`config.mk`:
```
export PLATFORM = sky130hd
export DESIGN_NAME = charger_setpoint_regs
export DESIGN_NICKNAME = d
export VERILOG_FILES = /design/src/logic/charger_pkg.sv /design/src/logic/charger_setpoint_regs.sv /design/src/logic/pin_sync.sv
export SDC_FILE = /design/constraint.sdc
export NUM_CORES = 1
export LEC_CHECK = 0
export BUFFER_PORTS_ARGS = -buffer_cell sky130_fd_sc_hd__buf_2
export CAP_MARGIN = 20
export CORE_MARGIN = 10
export CORE_UTILIZATION = 60
export DETAILED_ROUTE_END_ITERATION = 16
export MAX_ROUTING_LAYER = met4
export PLACE_DENSITY_LB_ADDON = 0.2
export SYNTH_ARGS = -nofsm -noshare
export SYNTH_HDL_FRONTEND = slang
export SYNTH_SLANG_ARGS = --single-unit
```
`constraint.sdc`:
```
create_clock -name ref_clk -period 4.5 [get_ports ref_clk]
set_input_delay 0.225 -clock ref_clk [delete_from_list [all_inputs] [get_ports ref_clk]]
set_output_delay 0.225 -clock ref_clk [all_outputs]
set_load 0.05 [all_outputs]
```
`src/logic/charger_pkg.sv`:
```
// shared constants and types for the charger setpoint register block
package charger_pkg;
  // serial target address and register codes
  localparam logic [6:0] TARGET_ADDR = 7'h09;
  localparam logic [7:0] CODE_AMPS = 8'h14;
  localparam logic [7:0] CODE_VOLTS = 8'h15;
  localparam logic [7:0] CODE_CEIL = 8'h3F;

  // power-on values
  localparam logic [15:0] AMPS_RESET = 16'h0000;
  localparam logic [15:0] VOLTS_RESET = 16'h0000;
  localparam logic [15:0] CEIL_RESET = 16'h0080;

  // field layout
  localparam int CODE_LSB = 7;
  localparam int CODE_MSB = 12;
  localparam int VOLTS_LSB = 4;
  localparam int VOLTS_MSB = 14;

  // clamps, 1 mA per lsb for charge, 2 mA per lsb for ceiling
  localparam logic [5:0] AMPS_CODE_MAX = 6'h3F;
  localparam logic [5:0] FOLDBACK_CODE = 6'h01;
  localparam logic [15:0] CEIL_LIMIT = 16'h157E;
  localparam logic [5:0] CEIL_CODE_MAX = 6'h2B;
  localparam logic [15:0] VOLTS_MAX_MV = 16'h4B00;
  localparam logic [15:0] VOLTS_MIN_MV = 16'h0400;

  // timing
  localparam longint CLK_HZ = 40000000;
  localparam longint WRITE_WD_S = 175;
  localparam longint SCL_LOW_MS = 25;
  localparam longint WRITE_WD_CYCLES = CLK_HZ * WRITE_WD_S;
  localparam longint SCL_LOW_CYCLES = CLK_HZ * SCL_LOW_MS / 1000;

  typedef enum logic [2:0] {
    ST_IDLE = 3'b000,
    ST_RX = 3'b001,
    ST_ACK = 3'b010,
    ST_TX = 3'b011,
    ST_MACK = 3'b100
  } link_state_type;

  typedef struct packed {
    logic scl;
    logic sda;
    logic batt_low;
    logic batt_ok;
  } pins_type;

  typedef struct packed {
    logic [5:0] battery_amps_code;
    logic [5:0] adapter_amps_code;
    logic [10:0] battery_volts_code;
    logic charge_enable;
  } dac_type;
endpackage

```
`src/logic/charger_setpoint_regs.sv`:
```
// serial-bus setpoint registers, clamps, foldback and watchdogs of charger
`timescale 1ns/1ps
// How it works
// charge target uses bits 12..7, 128mA step
// charge requests above range clamp to maximum
// charge target resets to zero
// charge target at code 0x14, word write
// charge target reads back as written
// battery below 2.5V forces 128mA until 2.7V
// writing zero charge target stops charging
// power-up clears voltage and charge targets
// host writes both targets nonzero to charge
// input ceiling uses bits 12..7, 256mA step
// ceiling requests above range clamp to 11.004A
// ceiling below 256mA gives zero setting
// ceiling resets to 256mA setting
// ceiling at code 0x3F, word write, readback
// no setpoint write for 175s stops charging
// clock low over 25ms stops charging
// only setpoint write resumes after timeout
// two bytes per access, low byte first
// address, code, low, high, stop; all acked
// written value applies only after stop
// one register per transaction, no increment
// answer only address 0001001 plus direction
// voltage target at code 0x15
// read sends low, host ack, high, nack
// watchdog restarts on setpoint write; clock-low clears high
module charger_setpoint_regs #(
  parameter logic [32:0] WD_CYCLES = 33'(charger_pkg::WRITE_WD_CYCLES),
  parameter logic [32:0] SCL_CYCLES = 33'(charger_pkg::SCL_LOW_CYCLES)
) (
  input wire logic ref_clk,
  input wire logic resetn,
  input wire logic scl_in,
  input wire logic sda_in,
  output logic sda_out,
  output logic sda_oe,
  input wire logic batt_below_2v5,
  input wire logic batt_above_2v7,
  output charger_pkg::dac_type dac,
  output logic timed_out
);
  charger_pkg::pins_type pins;
  charger_pkg::pins_type prev_r;
  charger_pkg::link_state_type state_r, state_nxt;
  logic [3:0] bit_cnt_r, bit_cnt_nxt;
  logic [7:0] shift_r, shift_nxt;
  logic [2:0] byte_idx_r, byte_idx_nxt;
  logic rw_r, rw_nxt;
  logic hi_sent_r, hi_sent_nxt;
  logic [7:0] sel_r, sel_nxt;
  logic [7:0] lo_r, lo_nxt;
  logic [7:0] hi_r, hi_nxt;
  logic full_r, full_nxt;
  logic sda_oe_nxt;
  logic [15:0] amps_r, amps_nxt;
  logic [15:0] volts_r, volts_nxt;
  logic [15:0] ceil_r, ceil_nxt;
  logic [32:0] wd_cnt_r, wd_cnt_nxt;
  logic [32:0] scl_cnt_r, scl_cnt_nxt;
  logic timeout_nxt;
  logic low_batt_r, low_batt_nxt;
  charger_pkg::dac_type dac_nxt;
  logic scl_rise, scl_fall, start_cond, stop_cond, commit, setpoint_wr;
  logic [5:0] amps_code, ceil_code;
  logic [10:0] volts_code;
  logic [15:0] rd_word;

  function automatic logic [15:0] reg_read(input logic [7:0] sel,
      input logic [15:0] amps, input logic [15:0] volts,
      input logic [15:0] ceil);
    logic [15:0] val;
    val = 16'h0000;
    if (sel == charger_pkg::CODE_AMPS) begin
      val = amps;
    end else if (sel == charger_pkg::CODE_VOLTS) begin
      val = volts;
    end else if (sel == charger_pkg::CODE_CEIL) begin
      val = ceil;
    end
    return val;
  endfunction

  pin_sync #(
    .WIDTH(4)
  ) u_sync (
    .ref_clk(ref_clk),
    .resetn(resetn),
    .async_in({scl_in, sda_in, batt_below_2v5, batt_above_2v7}),
    .sync_out(pins)
  );

  assign scl_rise = pins.scl & ~prev_r.scl;
  assign scl_fall = ~pins.scl & prev_r.scl;
  assign start_cond = pins.scl & prev_r.scl & prev_r.sda & ~pins.sda;
  assign stop_cond = pins.scl & prev_r.scl & ~prev_r.sda & pins.sda;
  // a full word is applied only at the stop that closes it
  assign commit = stop_cond & full_r;
  assign setpoint_wr = commit & ((sel_r == charger_pkg::CODE_AMPS) |
      (sel_r == charger_pkg::CODE_VOLTS));
  assign rd_word = reg_read(sel_r, amps_r, volts_r, ceil_r);

  // serial target: byte engine
  always_comb begin
    state_nxt = state_r;
    bit_cnt_nxt = bit_cnt_r;
    shift_nxt = shift_r;
    byte_idx_nxt = byte_idx_r;
    rw_nxt = rw_r;
    hi_sent_nxt = hi_sent_r;
    sel_nxt = sel_r;
    lo_nxt = lo_r;
    hi_nxt = hi_r;
    full_nxt = full_r;
    // data pin level only moves on bus events
    sda_oe_nxt = sda_oe;
    if (start_cond) begin
      // repeated start abandons an unfinished write
      state_nxt = charger_pkg::ST_RX;
      bit_cnt_nxt = 4'h0;
      byte_idx_nxt = 3'h0;
      full_nxt = 1'b0;
      sda_oe_nxt = 1'b0;
    end else if (stop_cond) begin
      state_nxt = charger_pkg::ST_IDLE;
      full_nxt = 1'b0;
      sda_oe_nxt = 1'b0;
    end else begin
      unique case (state_r)
        charger_pkg::ST_IDLE: begin
          sda_oe_nxt = 1'b0;
        end
        charger_pkg::ST_RX: begin
          if (scl_rise) begin
            shift_nxt = {shift_r[6:0], pins.sda};
            bit_cnt_nxt = bit_cnt_r + 4'h1;
          end else if (scl_fall && bit_cnt_r == 4'h8) begin
            bit_cnt_nxt = 4'h0;
            state_nxt = charger_pkg::ST_ACK;
            sda_oe_nxt = 1'b1;
            if (byte_idx_r == 3'h0) begin
              rw_nxt = shift_r[0];
              if (shift_r[7:1] != charger_pkg::TARGET_ADDR) begin
                state_nxt = charger_pkg::ST_IDLE;
                sda_oe_nxt = 1'b0;
              end
            end else if (byte_idx_r == 3'h1) begin
              sel_nxt = shift_r;
            end else if (byte_idx_r == 3'h2) begin
              lo_nxt = shift_r;
            end else if (byte_idx_r == 3'h3) begin
              hi_nxt = shift_r;
              full_nxt = 1'b1;
            end else begin
              // a fifth byte would reach the next register: refuse it
              state_nxt = charger_pkg::ST_IDLE;
              sda_oe_nxt = 1'b0;
              full_nxt = 1'b0;
            end
          end
        end
        charger_pkg::ST_ACK: begin
          if (scl_fall) begin
            byte_idx_nxt = byte_idx_r + 3'h1;
            if (rw_r && byte_idx_r == 3'h0) begin
              shift_nxt = rd_word[7:0];
              hi_sent_nxt = 1'b0;
              state_nxt = charger_pkg::ST_TX;
              sda_oe_nxt = ~rd_word[7];
            end else begin
              state_nxt = charger_pkg::ST_RX;
              sda_oe_nxt = 1'b0;
            end
          end
        end
        charger_pkg::ST_TX: begin
          if (scl_fall) begin
            if (bit_cnt_r == 4'h7) begin
              bit_cnt_nxt = 4'h0;
              state_nxt = charger_pkg::ST_MACK;
              sda_oe_nxt = 1'b0;
            end else begin
              bit_cnt_nxt = bit_cnt_r + 4'h1;
              shift_nxt = {shift_r[6:0], 1'b0};
              sda_oe_nxt = ~shift_r[6];
            end
          end
        end
        charger_pkg::ST_MACK: begin
          if (scl_rise) begin
            bit_cnt_nxt = {3'h0, ~pins.sda};
          end else if (scl_fall) begin
            bit_cnt_nxt = 4'h0;
            if (bit_cnt_r[0] && !hi_sent_r) begin
              shift_nxt = rd_word[15:8];
              hi_sent_nxt = 1'b1;
              state_nxt = charger_pkg::ST_TX;
              sda_oe_nxt = ~rd_word[15];
            end else begin
              state_nxt = charger_pkg::ST_IDLE;
              sda_oe_nxt = 1'b0;
            end
          end
        end
        default: begin
          state_nxt = charger_pkg::ST_IDLE;
          sda_oe_nxt = 1'b0;
        end
      endcase
    end
  end

  // setpoint registers, watchdogs and foldback
  always_comb begin
    amps_nxt = amps_r;
    volts_nxt = volts_r;
    ceil_nxt = ceil_r;
    if (commit) begin
      if (sel_r == charger_pkg::CODE_AMPS) begin
        amps_nxt = {hi_r, lo_r};
      end else if (sel_r == charger_pkg::CODE_VOLTS) begin
        volts_nxt = {hi_r, lo_r};
      end else if (sel_r == charger_pkg::CODE_CEIL) begin
        ceil_nxt = {hi_r, lo_r};
      end
    end
    wd_cnt_nxt = wd_cnt_r + 33'h1;
    if (setpoint_wr) begin
      wd_cnt_nxt = 33'h0;
    end else if (wd_cnt_r == WD_CYCLES) begin
      wd_cnt_nxt = wd_cnt_r;
    end
    scl_cnt_nxt = scl_cnt_r + 33'h1;
    if (pins.scl) begin
      scl_cnt_nxt = 33'h0;
    end else if (scl_cnt_r == SCL_CYCLES) begin
      scl_cnt_nxt = scl_cnt_r;
    end
    // a setpoint write also clears a watchdog already at its limit
    timeout_nxt = (timed_out & ~setpoint_wr) |
        (wd_cnt_r == WD_CYCLES && !setpoint_wr) |
        (scl_cnt_r == SCL_CYCLES);
    low_batt_nxt = low_batt_r;
    if (pins.batt_low) begin
      low_batt_nxt = 1'b1;
    end else if (pins.batt_ok) begin
      low_batt_nxt = 1'b0;
    end
  end

  // dac codes from the stored words
  always_comb begin
    amps_code = amps_r[charger_pkg::CODE_MSB:charger_pkg::CODE_LSB];
    if (amps_r[15:13] != 3'h0) begin
      amps_code = charger_pkg::AMPS_CODE_MAX;
    end
    ceil_code = ceil_r[charger_pkg::CODE_MSB:charger_pkg::CODE_LSB];
    if (ceil_r > charger_pkg::CEIL_LIMIT) begin
      ceil_code = charger_pkg::CEIL_CODE_MAX;
    end
    volts_code = volts_r[charger_pkg::VOLTS_MSB:charger_pkg::VOLTS_LSB];
    if (volts_r > charger_pkg::VOLTS_MAX_MV) begin
      volts_code = charger_pkg::VOLTS_MAX_MV[charger_pkg::VOLTS_MSB:
          charger_pkg::VOLTS_LSB];
    end else if (volts_r < charger_pkg::VOLTS_MIN_MV) begin
      volts_code = 11'h000;
    end
    // both targets must be nonzero before any current flows
    dac_nxt.charge_enable = (volts_code != 11'h000) &&
        (amps_code != 6'h00) && !timeout_nxt;
    dac_nxt.battery_amps_code = 6'h00;
    if (dac_nxt.charge_enable) begin
      dac_nxt.battery_amps_code = low_batt_nxt ?
          charger_pkg::FOLDBACK_CODE : amps_code;
    end
    dac_nxt.adapter_amps_code = ceil_code;
    dac_nxt.battery_volts_code = volts_code;
  end

  always_ff @(posedge ref_clk) begin
    if (!resetn) begin
      prev_r <= '0;
      state_r <= charger_pkg::ST_IDLE;
      bit_cnt_r <= 4'h0;
      shift_r <= 8'h00;
      byte_idx_r <= 3'h0;
      rw_r <= 1'b0;
      hi_sent_r <= 1'b0;
      sel_r <= 8'h00;
      lo_r <= 8'h00;
      hi_r <= 8'h00;
      full_r <= 1'b0;
      sda_oe <= 1'b0;
      sda_out <= 1'b0;
      amps_r <= charger_pkg::AMPS_RESET;
      volts_r <= charger_pkg::VOLTS_RESET;
      ceil_r <= charger_pkg::CEIL_RESET;
      wd_cnt_r <= 33'h0;
      scl_cnt_r <= 33'h0;
      timed_out <= 1'b0;
      low_batt_r <= 1'b0;
      dac <= '0;
    end else begin
      prev_r <= pins;
      state_r <= state_nxt;
      bit_cnt_r <= bit_cnt_nxt;
      shift_r <= shift_nxt;
      byte_idx_r <= byte_idx_nxt;
      rw_r <= rw_nxt;
      hi_sent_r <= hi_sent_nxt;
      sel_r <= sel_nxt;
      lo_r <= lo_nxt;
      hi_r <= hi_nxt;
      full_r <= full_nxt;
      sda_oe <= sda_oe_nxt;
      sda_out <= 1'b0;
      amps_r <= amps_nxt;
      volts_r <= volts_nxt;
      ceil_r <= ceil_nxt;
      wd_cnt_r <= wd_cnt_nxt;
      scl_cnt_r <= scl_cnt_nxt;
      timed_out <= timeout_nxt;
      low_batt_r <= low_batt_nxt;
      dac <= dac_nxt;
    end
  end

endmodule

```
`src/logic/pin_sync.sv`:
```
// two-stage synchroniser for pins arriving from outside the clock domain
`timescale 1ns/1ps
module pin_sync #(
  parameter int WIDTH = 4
) (
  input wire logic ref_clk,
  input wire logic resetn,
  input wire logic [WIDTH-1:0] async_in,
  output logic [WIDTH-1:0] sync_out
);
  logic [WIDTH-1:0] stage1_r;
  logic [WIDTH-1:0] stage1_nxt;
  logic [WIDTH-1:0] sync_nxt;

  // only the second stage reads the first
  always_comb begin
    stage1_nxt = async_in;
    sync_nxt = stage1_r;
  end

  always_ff @(posedge ref_clk) begin
    if (!resetn) begin
      stage1_r <= '0;
      sync_out <= '0;
    end else begin
      stage1_r <= stage1_nxt;
      sync_out <= sync_nxt;
    end
  end
endmodule

```
Word level (Yosys, flattened, before mapping)
Cells that the tools add are included.
{"block": "word_totals", "register_bits": 196, "input_bits": 6, "out_inout_bits": 27, "wordCells": 207}
{"block": "op_classes", "n_addsub": 4, "order_cmp": 3, "n_eq_ne": 36, "mux": 64, "bitwise": 32, "n_reduce_logical": 39}
{"op": "33-bit by 1-bit adder with 33-bit output (second input constant)", "count": 2}
{"op": "8-bit two-way mux", "count": 8}
{"op": "16-bit two-way mux", "count": 3}
{"op": "33-bit by 20-bit equality test with 1-bit output (second input constant)", "count": 1}
{"op": "33-bit equality test (second input constant)", "count": 1}
{"op": "8-bit case mux with 4 select lines", "count": 1}
{"op": "8-bit AND reduction", "count": 4}
{"op": "4-bit inequality test (second input constant)", "count": 7}
{"op": "1-bit two-way mux", "count": 24}
{"op": "3-bit two-way mux", "count": 8}
{"op": "4-bit two-way mux", "count": 6}
{"op": "11-bit two-way mux", "count": 2}
{"op": "2-bit inequality test (second input constant)", "count": 11}
{"op": "1-bit NOT", "count": 19}
{"op": "6-bit AND reduction", "count": 3}
{"op": "8-bit by 5-bit equality test with 1-bit output (second input constant)", "count": 2}
{"op": "16-bit by 13-bit > comparator with 1-bit output (second input constant)", "count": 1}
{"op": "16-bit by 15-bit > comparator with 1-bit output (second input constant)", "count": 1}
{"op": "16-bit by 11-bit < comparator with 1-bit output (second input constant)", "count": 1}
{"op": "3-bit case mux with 5 select lines", "count": 1}
{"op": "3-bit by 2-bit equality test with 1-bit output (second input constant)", "count": 4}
{"op": "2-bit two-way mux", "count": 6}
{"op": "6-bit two-way mux", "count": 2}
{"op": "4-bit case mux with 3 select lines", "count": 1}
{"op": "other kinds (30)", "count": 59}

Longest topological paths before layout
Gate-level depths: netlist (run 1).
{"block": "logic_depth", "word_depth": 13, "mapped_depth": 9, "ltp_nobuf": 7}

Modules after synthesis
Synthesis (run 1) repeated with hierarchy kept, for this count alone.
{"block": "unflattened", "cells_unflattened": 1016, "area_unflattened_um2": 8846.0}
{"module": "charger_setpoint_regs", "n_inst": 1, "cells_per_inst": 1000, "area_each_um2": 8635.8, "seq_area_each_um2": 3763.6}
{"module": "pin_sync", "n_inst": 1, "cells_per_inst": 16, "area_each_um2": 210.2, "seq_area_each_um2": 160.2}

Worst setup path after synthesis (run 1)
No wires, ideal clock.
{"block": "synth_path", "path_kind": "flip-flop to flip-flop", "startpoint": "reg scl_cnt_r[1]", "endpoint": "reg scl_cnt_r[22]", "setup_time_ns": 0.128, "arrival_time_ns": 1.974, "t_required_ns": 4.372, "setup_slack_ns": 2.398, "path_stages_with_launch": 8, "path_buffers": 1, "synth_period_minus_slack_ns": 2.102, "cell_sequence": "dfxtp_1 ha_1 nand2_1 or3_2 clkbuf_1 or4_1 xor2_1 nor2_1"}
{"block": "synth_via", "elab_chain_cells": 1, "word_cells_on_any_way": 2, "classes_between": "add/sub (1); eq/ne (1)"}
{"element": "from (decl)", "line": "charger_setpoint_regs.sv:61", "source": "logic [32:0] scl_cnt_r, scl_cnt_nxt;"}
{"element": "from (signal assigned)", "line": "charger_setpoint_regs.sv:322", "source": "scl_cnt_r <= scl_cnt_nxt;"}
{"element": "33-bit by 1-bit adder with 33-bit output or 33-bit by 20-bit equality test with 1-bit output (tied branches)", "line": "charger_setpoint_regs.sv:234, charger_setpoint_regs.sv:237"}
Parallel ways exist; a longest one is shown, timed or not.
A chain may end at the register's enable or synchronous reset.

Worst setup path after layout (run 1)
{"block": "layout_path", "startpoint": "reg state_r[0]", "endpoint": "reg sel_r[5]"}
{"block": "layout_via", "elab_chain_cells": 2}
{"element": "from (decl)", "line": "charger_setpoint_regs.sv:46", "source": "charger_pkg::link_state_type state_r, state_nxt;"}
{"element": "from (signal assigned)", "line": "charger_setpoint_regs.sv:284", "source": "state_r <= charger_pkg::ST_IDLE;"}
{"element": "from (signal assigned)", "line": "charger_setpoint_regs.sv:306", "source": "state_r <= state_nxt;"}
{"element": "3-bit by 1-bit equality test with 1-bit output", "line": "charger_setpoint_regs.sv:130", "source": "unique case (state_r)"}
{"element": "7-bit AND reduction (no line)"}
{"element": "to (signal assigned)", "line": "charger_setpoint_regs.sv:312", "source": "sel_r <= sel_nxt;"}
{"element": "to (decl)", "line": "charger_setpoint_regs.sv:52", "source": "logic [7:0] sel_r, sel_nxt;"}
Every way passes these cells.

==> results of run 1 <==
==> cells by family after synthesis <==
family                     share of synthesized area, %
adders and majority gates                          1.97
muxes                                              7.20
other                                            0.0422
AOI/OAI and AO/OA                                  11.7
buffers and inverters                              3.49
and+or+nand+nor                                    26.2
xor gates and xnor gates                           5.22
DFF                                                44.1
==> synth_stat cells, drive strengths merged, types with 4 or more instances <==
cell type | n | share of area, %
dfxtp | 196 | 44
nor2 | 167 | 7.1
mux2i | 64 | 7.2
nand2 | 60 | 2.5
nand3 | 58 | 3.3
a21oi | 46 | 2.6
clkbuf | 42 | 1.8
o21ai | 29 | 1.6
nand4 | 28 | 2.2
xor2 | 28 | 2.8
xnor2 | 25 | 2.5
inv | 23 | 0.97
nor4 | 23 | 1.6
a22oi | 19 | 1.6
nor3 | 19 | 1.1
or3 | 16 | 1.2
buf | 14 | 0.75
ha | 14 | 2.0
and3 | 13 | 0.91
a211oi | 12 | 1.0
and2 | 12 | 0.84
and4 | 10 | 0.98
a221oi | 8 | 0.79
nand2b | 8 | 0.56
nor4b | 7 | 0.69
nor3b | 6 | 0.56
o32ai | 6 | 0.59
or4 | 6 | 0.51
o211ai | 5 | 0.42
nand3b | 4 | 0.34
nor2b | 4 | 0.28
==> what timing repair did <==
item,in CTS,in global routing
buffers inserted,0,0
hold buffers,1,0
endpoints found under the hold margin,1,0
gates resized for setup,0,0
==> where the power goes <==
part / switching (W) / internal (W)
Clock: 0.000694 / 0.00104
Combinational: 0.0000505 / 0.0000206
Sequential: 0.00000799 / 0.00174
==> layout make-up <==
cell class                 instances  share of cell area (%)
clock inverter                    12                    2.22
sequential                       196                    39.7
tap                              184                    2.33
multi-input combinational        743                    47.2
inverter                          23                   0.874
timing repair buffer              43                    2.91
clock buffer                      20                    4.72
==> state kept, by name (all words and copies together), names as in the netlist, 2 cells and up <==
register,cells
amps_r,16
bit_cnt_r,4
byte_idx_r,3
ceil_r,16
dac,24
hi_r,8
lo_r,8
prev_r,2
scl_cnt_r,33
sel_r,8
shift_r,8
state_r,3
u_sync.stage1_r,4
u_sync.sync_out,4
volts_r,16
wd_cnt_r,33
==> per-stage QoR <==
| stage | area [um^2] | instances | utilization [%] | total power [W] |
|---|---|---|---|---|
| after floorplan | 8890 | 1018 | - | 0.00184 |
| after global placement | 9130 | 1186 | 62.8 | 0.00186 |
| after detailed placement | 9160 | 1187 | 63.0 | 0.00186 |
| after CTS | 9850 | 1220 | 67.8 | 0.00357 |
| after global routing | 9880 | 1221 | 68.0 | 0.00366 |
| final | 9880 | 1221 | 68.0 | 0.00356 |
==> how the worst min path moves through the flow <==
stage                       startpoint                 end  slack (ns)
detailed placement  u_sync.stage1_r[0]  u_sync.sync_out[0]        0.42
floorplan               batt_above_2v7  u_sync.stage1_r[0]        0.35
global placement    u_sync.stage1_r[0]  u_sync.sync_out[0]        0.42
finish                          sda_in  u_sync.stage1_r[2]        0.03
CTS                             sda_in  u_sync.stage1_r[2]        0.03
global route                    scl_in  u_sync.stage1_r[3]        0.03
==> critical path, delay by kind of cell, from the launching register on <==
family	cells	cell delay, ns
AND/OR/NAND/NOR	3	1.23
flip-flops	1	0.92
AO/OA/AOI/OAI	1	0.26
multiplexers	1	0.34
==> routing by layer <==
layer	track usage (%)	vias up
met5	-	-
met4	7.85	0
met3	5.01	36
met2	33.7	234
met1	31.1	3598
li1	-	3655
==> qor.txt, run 1 <==
area grow syn2layout = 11.1%
reg2reg end = sel_r[5]
vias per cell = 6.16
critical path, cell by cell = or4b_2, a21oi_1, nand4b_1, mux2i_1, nor2_1
final hold viol count = 0
synth warn = 0
CP peak stage delay = 0.92 ns
clock period minus worst slack = 2.88 ns
Die Span Y = 142 um
Clock Latency Late Sink = 0.44 ns
Die ar. = 20,100 um^2
initial antenna violation count = 0
# setup viols final = 0
Seq/Total Area, Yosys = 44.1%
outcome = completed
Critical Path Source = state_r[0]
CP Data Required Time = 4.79 ns
CTS tree = built
metal2 WL = 10.3 mm
Max Fanout on Critical Path = 27
Post-Route Setup TNS = 0 ns
slowest CP cell = dfxtp_1
leading cell type in the layout, fill and taps excluded = dfxtp_1
pre-CTS WS = 1.68 ns
core footprint = 14,500 um^2
TritonCTS buffer count = 17
number of synthesized flops with an enable pin = 0
final hold slack = 0.0280 ns
clk slew on worst S/H paths = 0.07 ns
Power Dens Cells = 360 nW/um^2
DRC errors left = 0
Crit Path Category = register to register
M1 wire length = 10.3 mm
Die Wd = 142 um
final worst slack = 1.62 ns
DP HPWL = 15.4 mm
RR Startpoint = state_r[0]
crit end category = register
worst reg-to-reg path cell count = 5
metal3 WL = 1.53 mm
Yosys reg bits = 196
synthesized area = 8890 um^2
routability-driven placement congestion ratio = 1.00
Routed WL per cell = 18.5 um
Max-Slew Margin vs Limit = 36.3%
ys async rst share = 0%
CTS Sinks = 196
leakage = 3.51 nW
final wirelength = 22.6 mm
multi-input logic area = 4660 um^2
vias = 7,523
clk_skew = 0.00951 ns
post-route ant nets = 0
Initial DRT Pass Iterations = 5
initial core utilization = 61.2%
fin nets = 1,044
reg2reg setup slack = 1.62 ns
Hold Path Depth = 2
Peak Freq = 347 MHz
library cells used by synthesis = 74
Worst-Margin Slew = 0.955 ns
Iter 0 DRT Violations = 618
Tcrit/Tclk final = 64.1%
ANT cells = 0
Worst Path Arrival = 3.18 ns
FILL cells = 1,219
grt ovf = 0
RSZ-0062 raised after global routing = no
CTS Buffer Depth = 2
PortBufs = 31
Net Count, Synth = 1,038
first-pass GRT wire length = 37.0 mm
# IOs = 33
DR top layer = met4
Root Buffer = clkbuf_16
number of global-route vias before repair = 7,025
commonest non-fill, non-tap cells in the layout = dfxtp_1 (196), nor2_1 (166), mux2i_1 (64)
Hold Crit Class = input port to register
Syn Inst Count = 1,018
Most used DFF post-synth = dfxtp_1
max_cap viols = 0
CTS H-tree depth = 4
worst vdd ir = 0.261 mV
share of cells above drive strength 1 = 8.78%
CP endpoint = sel_r[5]
Slew Viols, Final = 0
Reg area = 3920 um^2
crit start category = register
syn_area_per_cell = 8.74 um^2
# rows = 44
largest net degree at the start of global routing = 90
GRT Total Usage = 23.1%
No activity file was read; power rests on OpenSTA's default activity.
==> inputs of run 2 (changes only) <==
Settings changed: CORE_UTILIZATION 60 to 56.
Clock period 4.5 ns to 2.65 ns, I/O delays scaled along.
==> qor.txt, run 2 (synthesized netlist as in run 1, its figures left out) <==
outcome = completed
share of cells above drive strength 1 = 9.79% (+1.0 points)
GR met3 Demand/Resource = 4.23% (-0.77 points)
area grow syn2layout = 11.9%
commonest non-fill, non-tap cells in the layout = dfxtp_1 (196), nor2_1 (166), mux2i_1 (64)
final hold viol count = 0 (unchanged)
fin nets = 1,059 (+1.4%)
Tot Pwr = 0.00575 W (+61%)
Max Fanout on Critical Path = 6 (-78%)
initial antenna violation count = 0 (unchanged)
crit end category = register
clk slew on worst S/H paths = 0.07 ns (about the same)
largest net degree at the start of global routing = 90 (unchanged)
worst vdd ir = 0.433 mV (+66%)
Die ar. = 21,300 um^2 (+6.1%)
Hold Crit Class = input port to register
routability-driven placement congestion ratio = 0.986 (-1.8%)
Initial DRT Pass Iterations = 6 (+1)
Tcrit/Tclk final = 89.3% (+25 points)
Top Usage Layer GRT = met2
GRT Total Usage = 21.5% (-1.6 points)
final wirelength = 22.5 mm (-0.50%)
Worst Path Arrival = 2.74 ns (-0.44 ns)
Slew Viols, Final = 0 (unchanged)
Root Buffer = clkbuf_16
reg2reg setup slack = 0.28 ns (-1.33 ns)
TritonCTS buffer count = 17 (unchanged)
leading cell type in the layout, fill and taps excluded = dfxtp_1
leakage = 3.55 nW (+1.1%)
Post-Route Setup TNS = 0 ns (unchanged)
post-CTS resize count = 0 (unchanged)
post-route ant nets = 0 (unchanged)
first-pass GRT wire length = 37.1 mm (+0.34%)
Clock Latency Late Sink = 0.43 ns (about the same)
core footprint = 15,700 um^2 (+8.1%)
grt ovf = 0 (unchanged)
Worst-Margin Slew = 0.818 ns (-0.137 ns)
vias = 7,475 (-0.64%)
top flop regs = scl_cnt_r x33, wd_cnt_r x33, dac x24
# rows = 46 (+4.5%)
RSZ-0062 raised after global routing = no
Die Wd = 146 um (+3.0%)
GRT met1 Usage = 29.4% (-1.7 points)
dpl cell area = 9300 um^2 (+1.6%)
non-filler cells in the finished layout = 1,268 (+3.8%)
Crit Path Category = register to register
# setup viols final = 0 (unchanged)
Die Span Y = 146 um (+3.0%)
CTS Buffer Depth = 2 (unchanged)
number of global-route vias before repair = 6,971 (-0.77%)
CTS tree = built
DRC errors left = 0 (unchanged)
# IOs = 33 (unchanged)
clock period minus worst slack = 2.37 ns (-0.520 ns)
Routed WL per cell = 17.7 um (-4.2%)
initial core utilization = 56.6% (-4.6 points)
ANT cells = 0 (unchanged)
CP Data Required Time = 3.03 ns (-1.76 ns)
Power Dens Cells = 577 nW/um^2 (+60%)
Peak Freq = 423 MHz (+22%)
post-route cell area = 9950 um^2 (+0.75%)
grt met2 use = 31.7% (-2.0 points)
crit start category = register
DP HPWL = 15.7 mm (+2.3%)
PortBufs = 31 (unchanged)
Max-Slew Margin vs Limit = 44.9% (+8.6 points)
# Post-CTS Setup Buffers = 0 (unchanged)
clk_skew = 0.0131 ns (+0.00361 ns)
CTS Sinks = 196 (unchanged)
max_cap viols = 0 (unchanged)
Iter 0 DRT Violations = 842 (+36%)
Placed Cells = 1,232 (+3.8%)
vias per cell = 5.90 (-4.3%)
CTS H-tree depth = 4 (unchanged)
-- run 2: changes by cell type in the layout (fill, tap and decap cells not counted), sizes merged --
cell and change:
dlygate4sd3 +3, buf +12, clkinvlp -1, bufinv -3, inv +5, clkbuf -3, clkinv +2
-- run 2: final timing paths --
check                                     endpoint               start  depth (start not counted)
worst max-delay path                    shift_r[7]       byte_idx_r[1]                          7
worst min-delay path                     ceil_r[7]              resetn                          2
worst max register to register          shift_r[7]       byte_idx_r[1]                          7
worst min register to register  u_sync.sync_out[2]  u_sync.stage1_r[2]                          1
-- run 2: report_power, final --
part	leakage, nW	internal, W	switching [W]
logic	1.67	0.0000376	0.0000864
clock network	0.300	0.00144	0.00121
registers	1.58	0.00296	0.0000133
total	3.55	0.00444	0.00131
-- run 2: critical path, stage by stage, from the launching register on --
cell and delay, ns:
dfxtp_1 0.37, inv_1 0.11, ha_1 0.24, nand3b_1 0.16
a222oi_1 0.48, o21ai_0 0.33, or4_1 0.56, nand2_1 0.06
-- run 2: layer usage --
metal / part of all wire [%] / vias to the layer above
met5: 0 / -
met4: 1.8 / 0
met3: 6.9 / 29
met2: 44 / 233
met1: 47 / 3519
li1: - / 3694
-- run 2: stage by stage --
step / hold WS, ns / util (%) / setup WS (ns)
2_1_floorplan: 0.260 / - / 0.548
3_3_place_gp: 0.340 / 59.2 / 0.419
3_5_place_dp: 0.345 / 59.2 / 0.375
4_1_cts: 0.132 / 63.3 / 0.330
5_1_grt: 0.165 / 63.3 / 0.126
6_report: 0.145 / 63.3 / 0.285
-- run 2: timing repair --
| action | CTS | global route |
|---|---|---|
| hold buffers | 4 | 0 |
| endpoints found under the setup margin | 0 | 0 |
| endpoints found under the hold margin | 4 | 0 |
-- run 2: final cells by class --
class	instances	area [um^2]
clock buffer	17	425
tap	216	270
clock inverter	15	189
timing repair buffer	58	393
fill	1368	5760
sequential	196	3920
inverter	23	86.3
multi-input combinational	743	4660
==> inputs of run 3 (changes only) <==
Settings changed: CORE_UTILIZATION 56 to 58, CTS_BUF_LIST set to sky130_fd_sc_hd__clkbuf_4 sky130_fd_sc_hd__clkbuf_8, SYNTH_HIERARCHICAL set to 1.
==> qor.txt, run 3 <==
outcome = completed
Buf/Inv on CP = 1 (unchanged)
critical path, cell by cell = inv_1, ha_1, nand4b_1, nor4_2, o2111a_1, mux2i_1, nor2_1
area share of the largest cell type after synthesis = 44.4% (+0.24 points)
most area-consuming cells after synthesis = dfxtp_1 (44%), mux2i_1 (7.2%), nor2_1 (7.0%)
crit end category = register
share of cells above drive strength 1 = 10.1% (+0.29 points)
slowest CP cell = o2111a_1
Net Count, Synth = 1,036 (-0.19%)
Clock Latency Late Sink = 0.48 ns (+0.05 ns)
Pint = 0.00376 W (-15%)
# IOs = 33 (unchanged)
# setup viols final = 0 (unchanged)
post-route ant nets = 0 (unchanged)
# rows = 45 (-2.2%)
synth warn = 6 (+6)
Clk pwr share = 37.7% (-8.4 points)
number of synthesized flops with an enable pin = 0 (unchanged)
Iter 0 DRT Violations = 499 (-41%)
initial core utilization = 58.6% (+2.0 points)
syn_area_per_cell = 8.71 um^2 (-0.34%)
Worst Path Arrival = 2.73 ns (about the same)
Switching Power = 0.00121 W (-8.0%)
CP Data Required Time = 3.01 ns (-0.02 ns)
Die Wd = 143 um (-1.7%)
Crit Path Category = register to register
synthesized area = 8850 um^2 (-0.53%)
crit-path leading delay family = simple AND/OR/NAND/NOR gates
clock period minus worst slack = 2.37 ns (+0.00598 ns)
Hold Buf Count CTS = 4 (unchanged)
PortBufs = 31 (unchanged)
post-CTS resize count = 0 (unchanged)
DP HPWL = 14.4 mm (-8.6%)
crit start category = register
Yosys reg bits = 196 (unchanged)
worst vdd ir = 0.370 mV (-15%)
final hold viol count = 0 (unchanged)
min-delay src = resetn
Root Buffer = clkbuf_8
CP peak stage delay = 0.58 ns (+0.02 ns)
Initial DRT Pass Iterations = 7 (+1)
final worst slack = 0.279 ns (-0.00598 ns)
Max Fanout on Critical Path = 8 (+2)
Peak Freq = 422 MHz (-0.25%)
Syn Inst Count = 1,016 (-0.20%)
top flop regs = scl_cnt_r x33, wd_cnt_r x33, dac x24
vias = 7,423 (-0.70%)
Power Dens Cells = 517 nW/um^2 (-11%)
TritonCTS buffer count = 17 (unchanged)
routability-driven placement congestion ratio = 0.912 (-7.5%)
largest net degree at the start of global routing = 65 (-28%)
CTS Sinks = 196 (unchanged)
fin nets = 1,060 (+0.094%)
max_cap viols = 0 (unchanged)
Post-Route Setup TNS = 0 ns (unchanged)
CTS Buffer Depth = 2 (unchanged)
final wirelength = 20.5 mm (-8.8%)
Die ar. = 20,600 um^2 (-3.4%)
first-pass GRT wire length = 33.8 mm (-8.9%)
DRC errors left = 0 (unchanged)
Max-Slew Margin vs Limit = 51.8% (+6.9 points)
Tcrit/Tclk final = 89.5% (+0.23 points)
part of the power in registers = 59.8% (+8.1 points)
Routed WL per cell = 16.5 um (-6.7%)
Seq/Total Area, Yosys = 44.4% (+0.24 points)
grt ovf = 0 (unchanged)
area grow syn2layout = 8.80%
top-count cell post-synth = dfxtp_1
initial antenna violation count = 0 (unchanged)
CTS tree = built
library cells used by synthesis = 74 (unchanged)
core footprint = 15,100 um^2 (-4.0%)
# Post-CTS Setup Buffers = 0 (unchanged)
pre-CTS WS = 0.358 ns (-0.0171 ns)
Worst-Margin Slew = 0.723 ns (-0.0947 ns)
GRT Total Usage = 20.7% (-0.82 points)
Critical Path Source = u_sync/sync_out[3]
ys async rst share = 0% (unchanged)
CTS H-tree depth = 4 (unchanged)
leakage = 3.41 nW (-3.8%)
most instantiated cells after synthesis = dfxtp_1 (196), nor2_1 (165), nand2_1 (67)
RSZ-0062 raised after global routing = no
Die Span Y = 143 um (-1.7%)
Sw Share = 24.3% (+1.5 points)
vias per cell = 5.99 (+1.5%)
RR Startpoint = u_sync/sync_out[3]
ANT cells = 0 (unchanged)
clk slew on worst S/H paths = 0.10 ns (+0.03 ns)
Hold Crit Class = input port to register
Most used DFF post-synth = dfxtp_1
area leader, netlist = dfxtp_1
clk_skew = 0.0155 ns (+0.00234 ns)
commonest non-fill, non-tap cells in the layout = dfxtp_1 (196), nor2_1 (165), nand2_1 (67)
Slew Viols, Final = 0 (unchanged)
number of global-route vias before repair = 6,846 (-1.8%)
leading cell type in the layout, fill and taps excluded = dfxtp_1
combinational share of power = 2.5% (+0.3 points)
[run 3: cell count changes after synthesis, moves of 7 or more]
| cell | change |
|---|---|
| inv_1 | +7 |
| nand2_1 | +7 |
| nand3_1 | -9 |
| nand4_1 | -8 |
| nor3_1 | +10 |
| xnor2_1 | +13 |
| xor2_1 | -14 |
[run 3: path summary, 6_finish.rpt]
path | endpoint | slack, ns | cells past startpoint
hold / removal | timed_out | 0.04 | 2
setup reg to reg | hi_r[4] | 0.28 | 7
hold reg to reg | u_sync/sync_out[0] | 0.45 | 1
setup / recovery | hi_r[4] | 0.28 | 7
[run 3: area by class of cell]
cell class	count	area [um^2]
tap	188	235
sequential	196	3920
inverter	31	116
clock inverter	14	150
fill	1333	5470
multi-input combinational	739	4610
clock buffer	17	234
timing repair buffer	55	358
[run 3: through the flow]
step	power (W)	hold slack, ns	area [um^2]	utilization [%]	instances
global route	0.00516	0.0349	9620	63.8	1240
detailed placement	0.00316	0.350	9200	61.0	1205
CTS	0.00501	0.0232	9620	63.8	1240
global placement	0.00316	0.347	9200	61.0	1205
floorplan	0.00312	0.254	8850	-	1016
finish	0.00497	0.0432	9620	63.8	1240
[run 3: power groups by stage]
stage,registers (W),clock network (W),logic (W)
floorplan,0.00304,0,0.0000824
global placement,0.00304,0,0.000118
detailed placement,0.00304,0,0.000119
CTS,0.00297,0.00192,0.000124
global route,0.00298,0.00204,0.000138
finish,0.00297,0.00188,0.000124
[run 3: routing by layer]
metal	up-vias	GRT usage (%)	wire, um
met5	-	-	0
met3	41	4.42	1050
met4	0	6.61	415
met1	3504	26.3	9300
met2	221	32.4	9730
li1	3657	-	-
[run 3: worst reg2reg max path, delay by kind of cell, from the launching register on]
family	cells	cell delay, ns
simple gates	3	0.70
flops	1	0.34
mux	1	0.26
compound gates	1	0.58
buf+inv	1	0.11
fa+ha+maj	1	0.29
[run 3: cell families (layout without fill, tap and decap cells)]
family	count (synthesis)	after routing	share of synthesized area [%]
xor+xnor	52	52	5.15
simple gates	450	450	25.6
buf+inv	81	117	3.62
compound gates	153	153	11.4
other cells	1	1	0.0424
flops	196	196	44.4
mux	69	69	7.88
fa+ha+maj	14	14	1.98
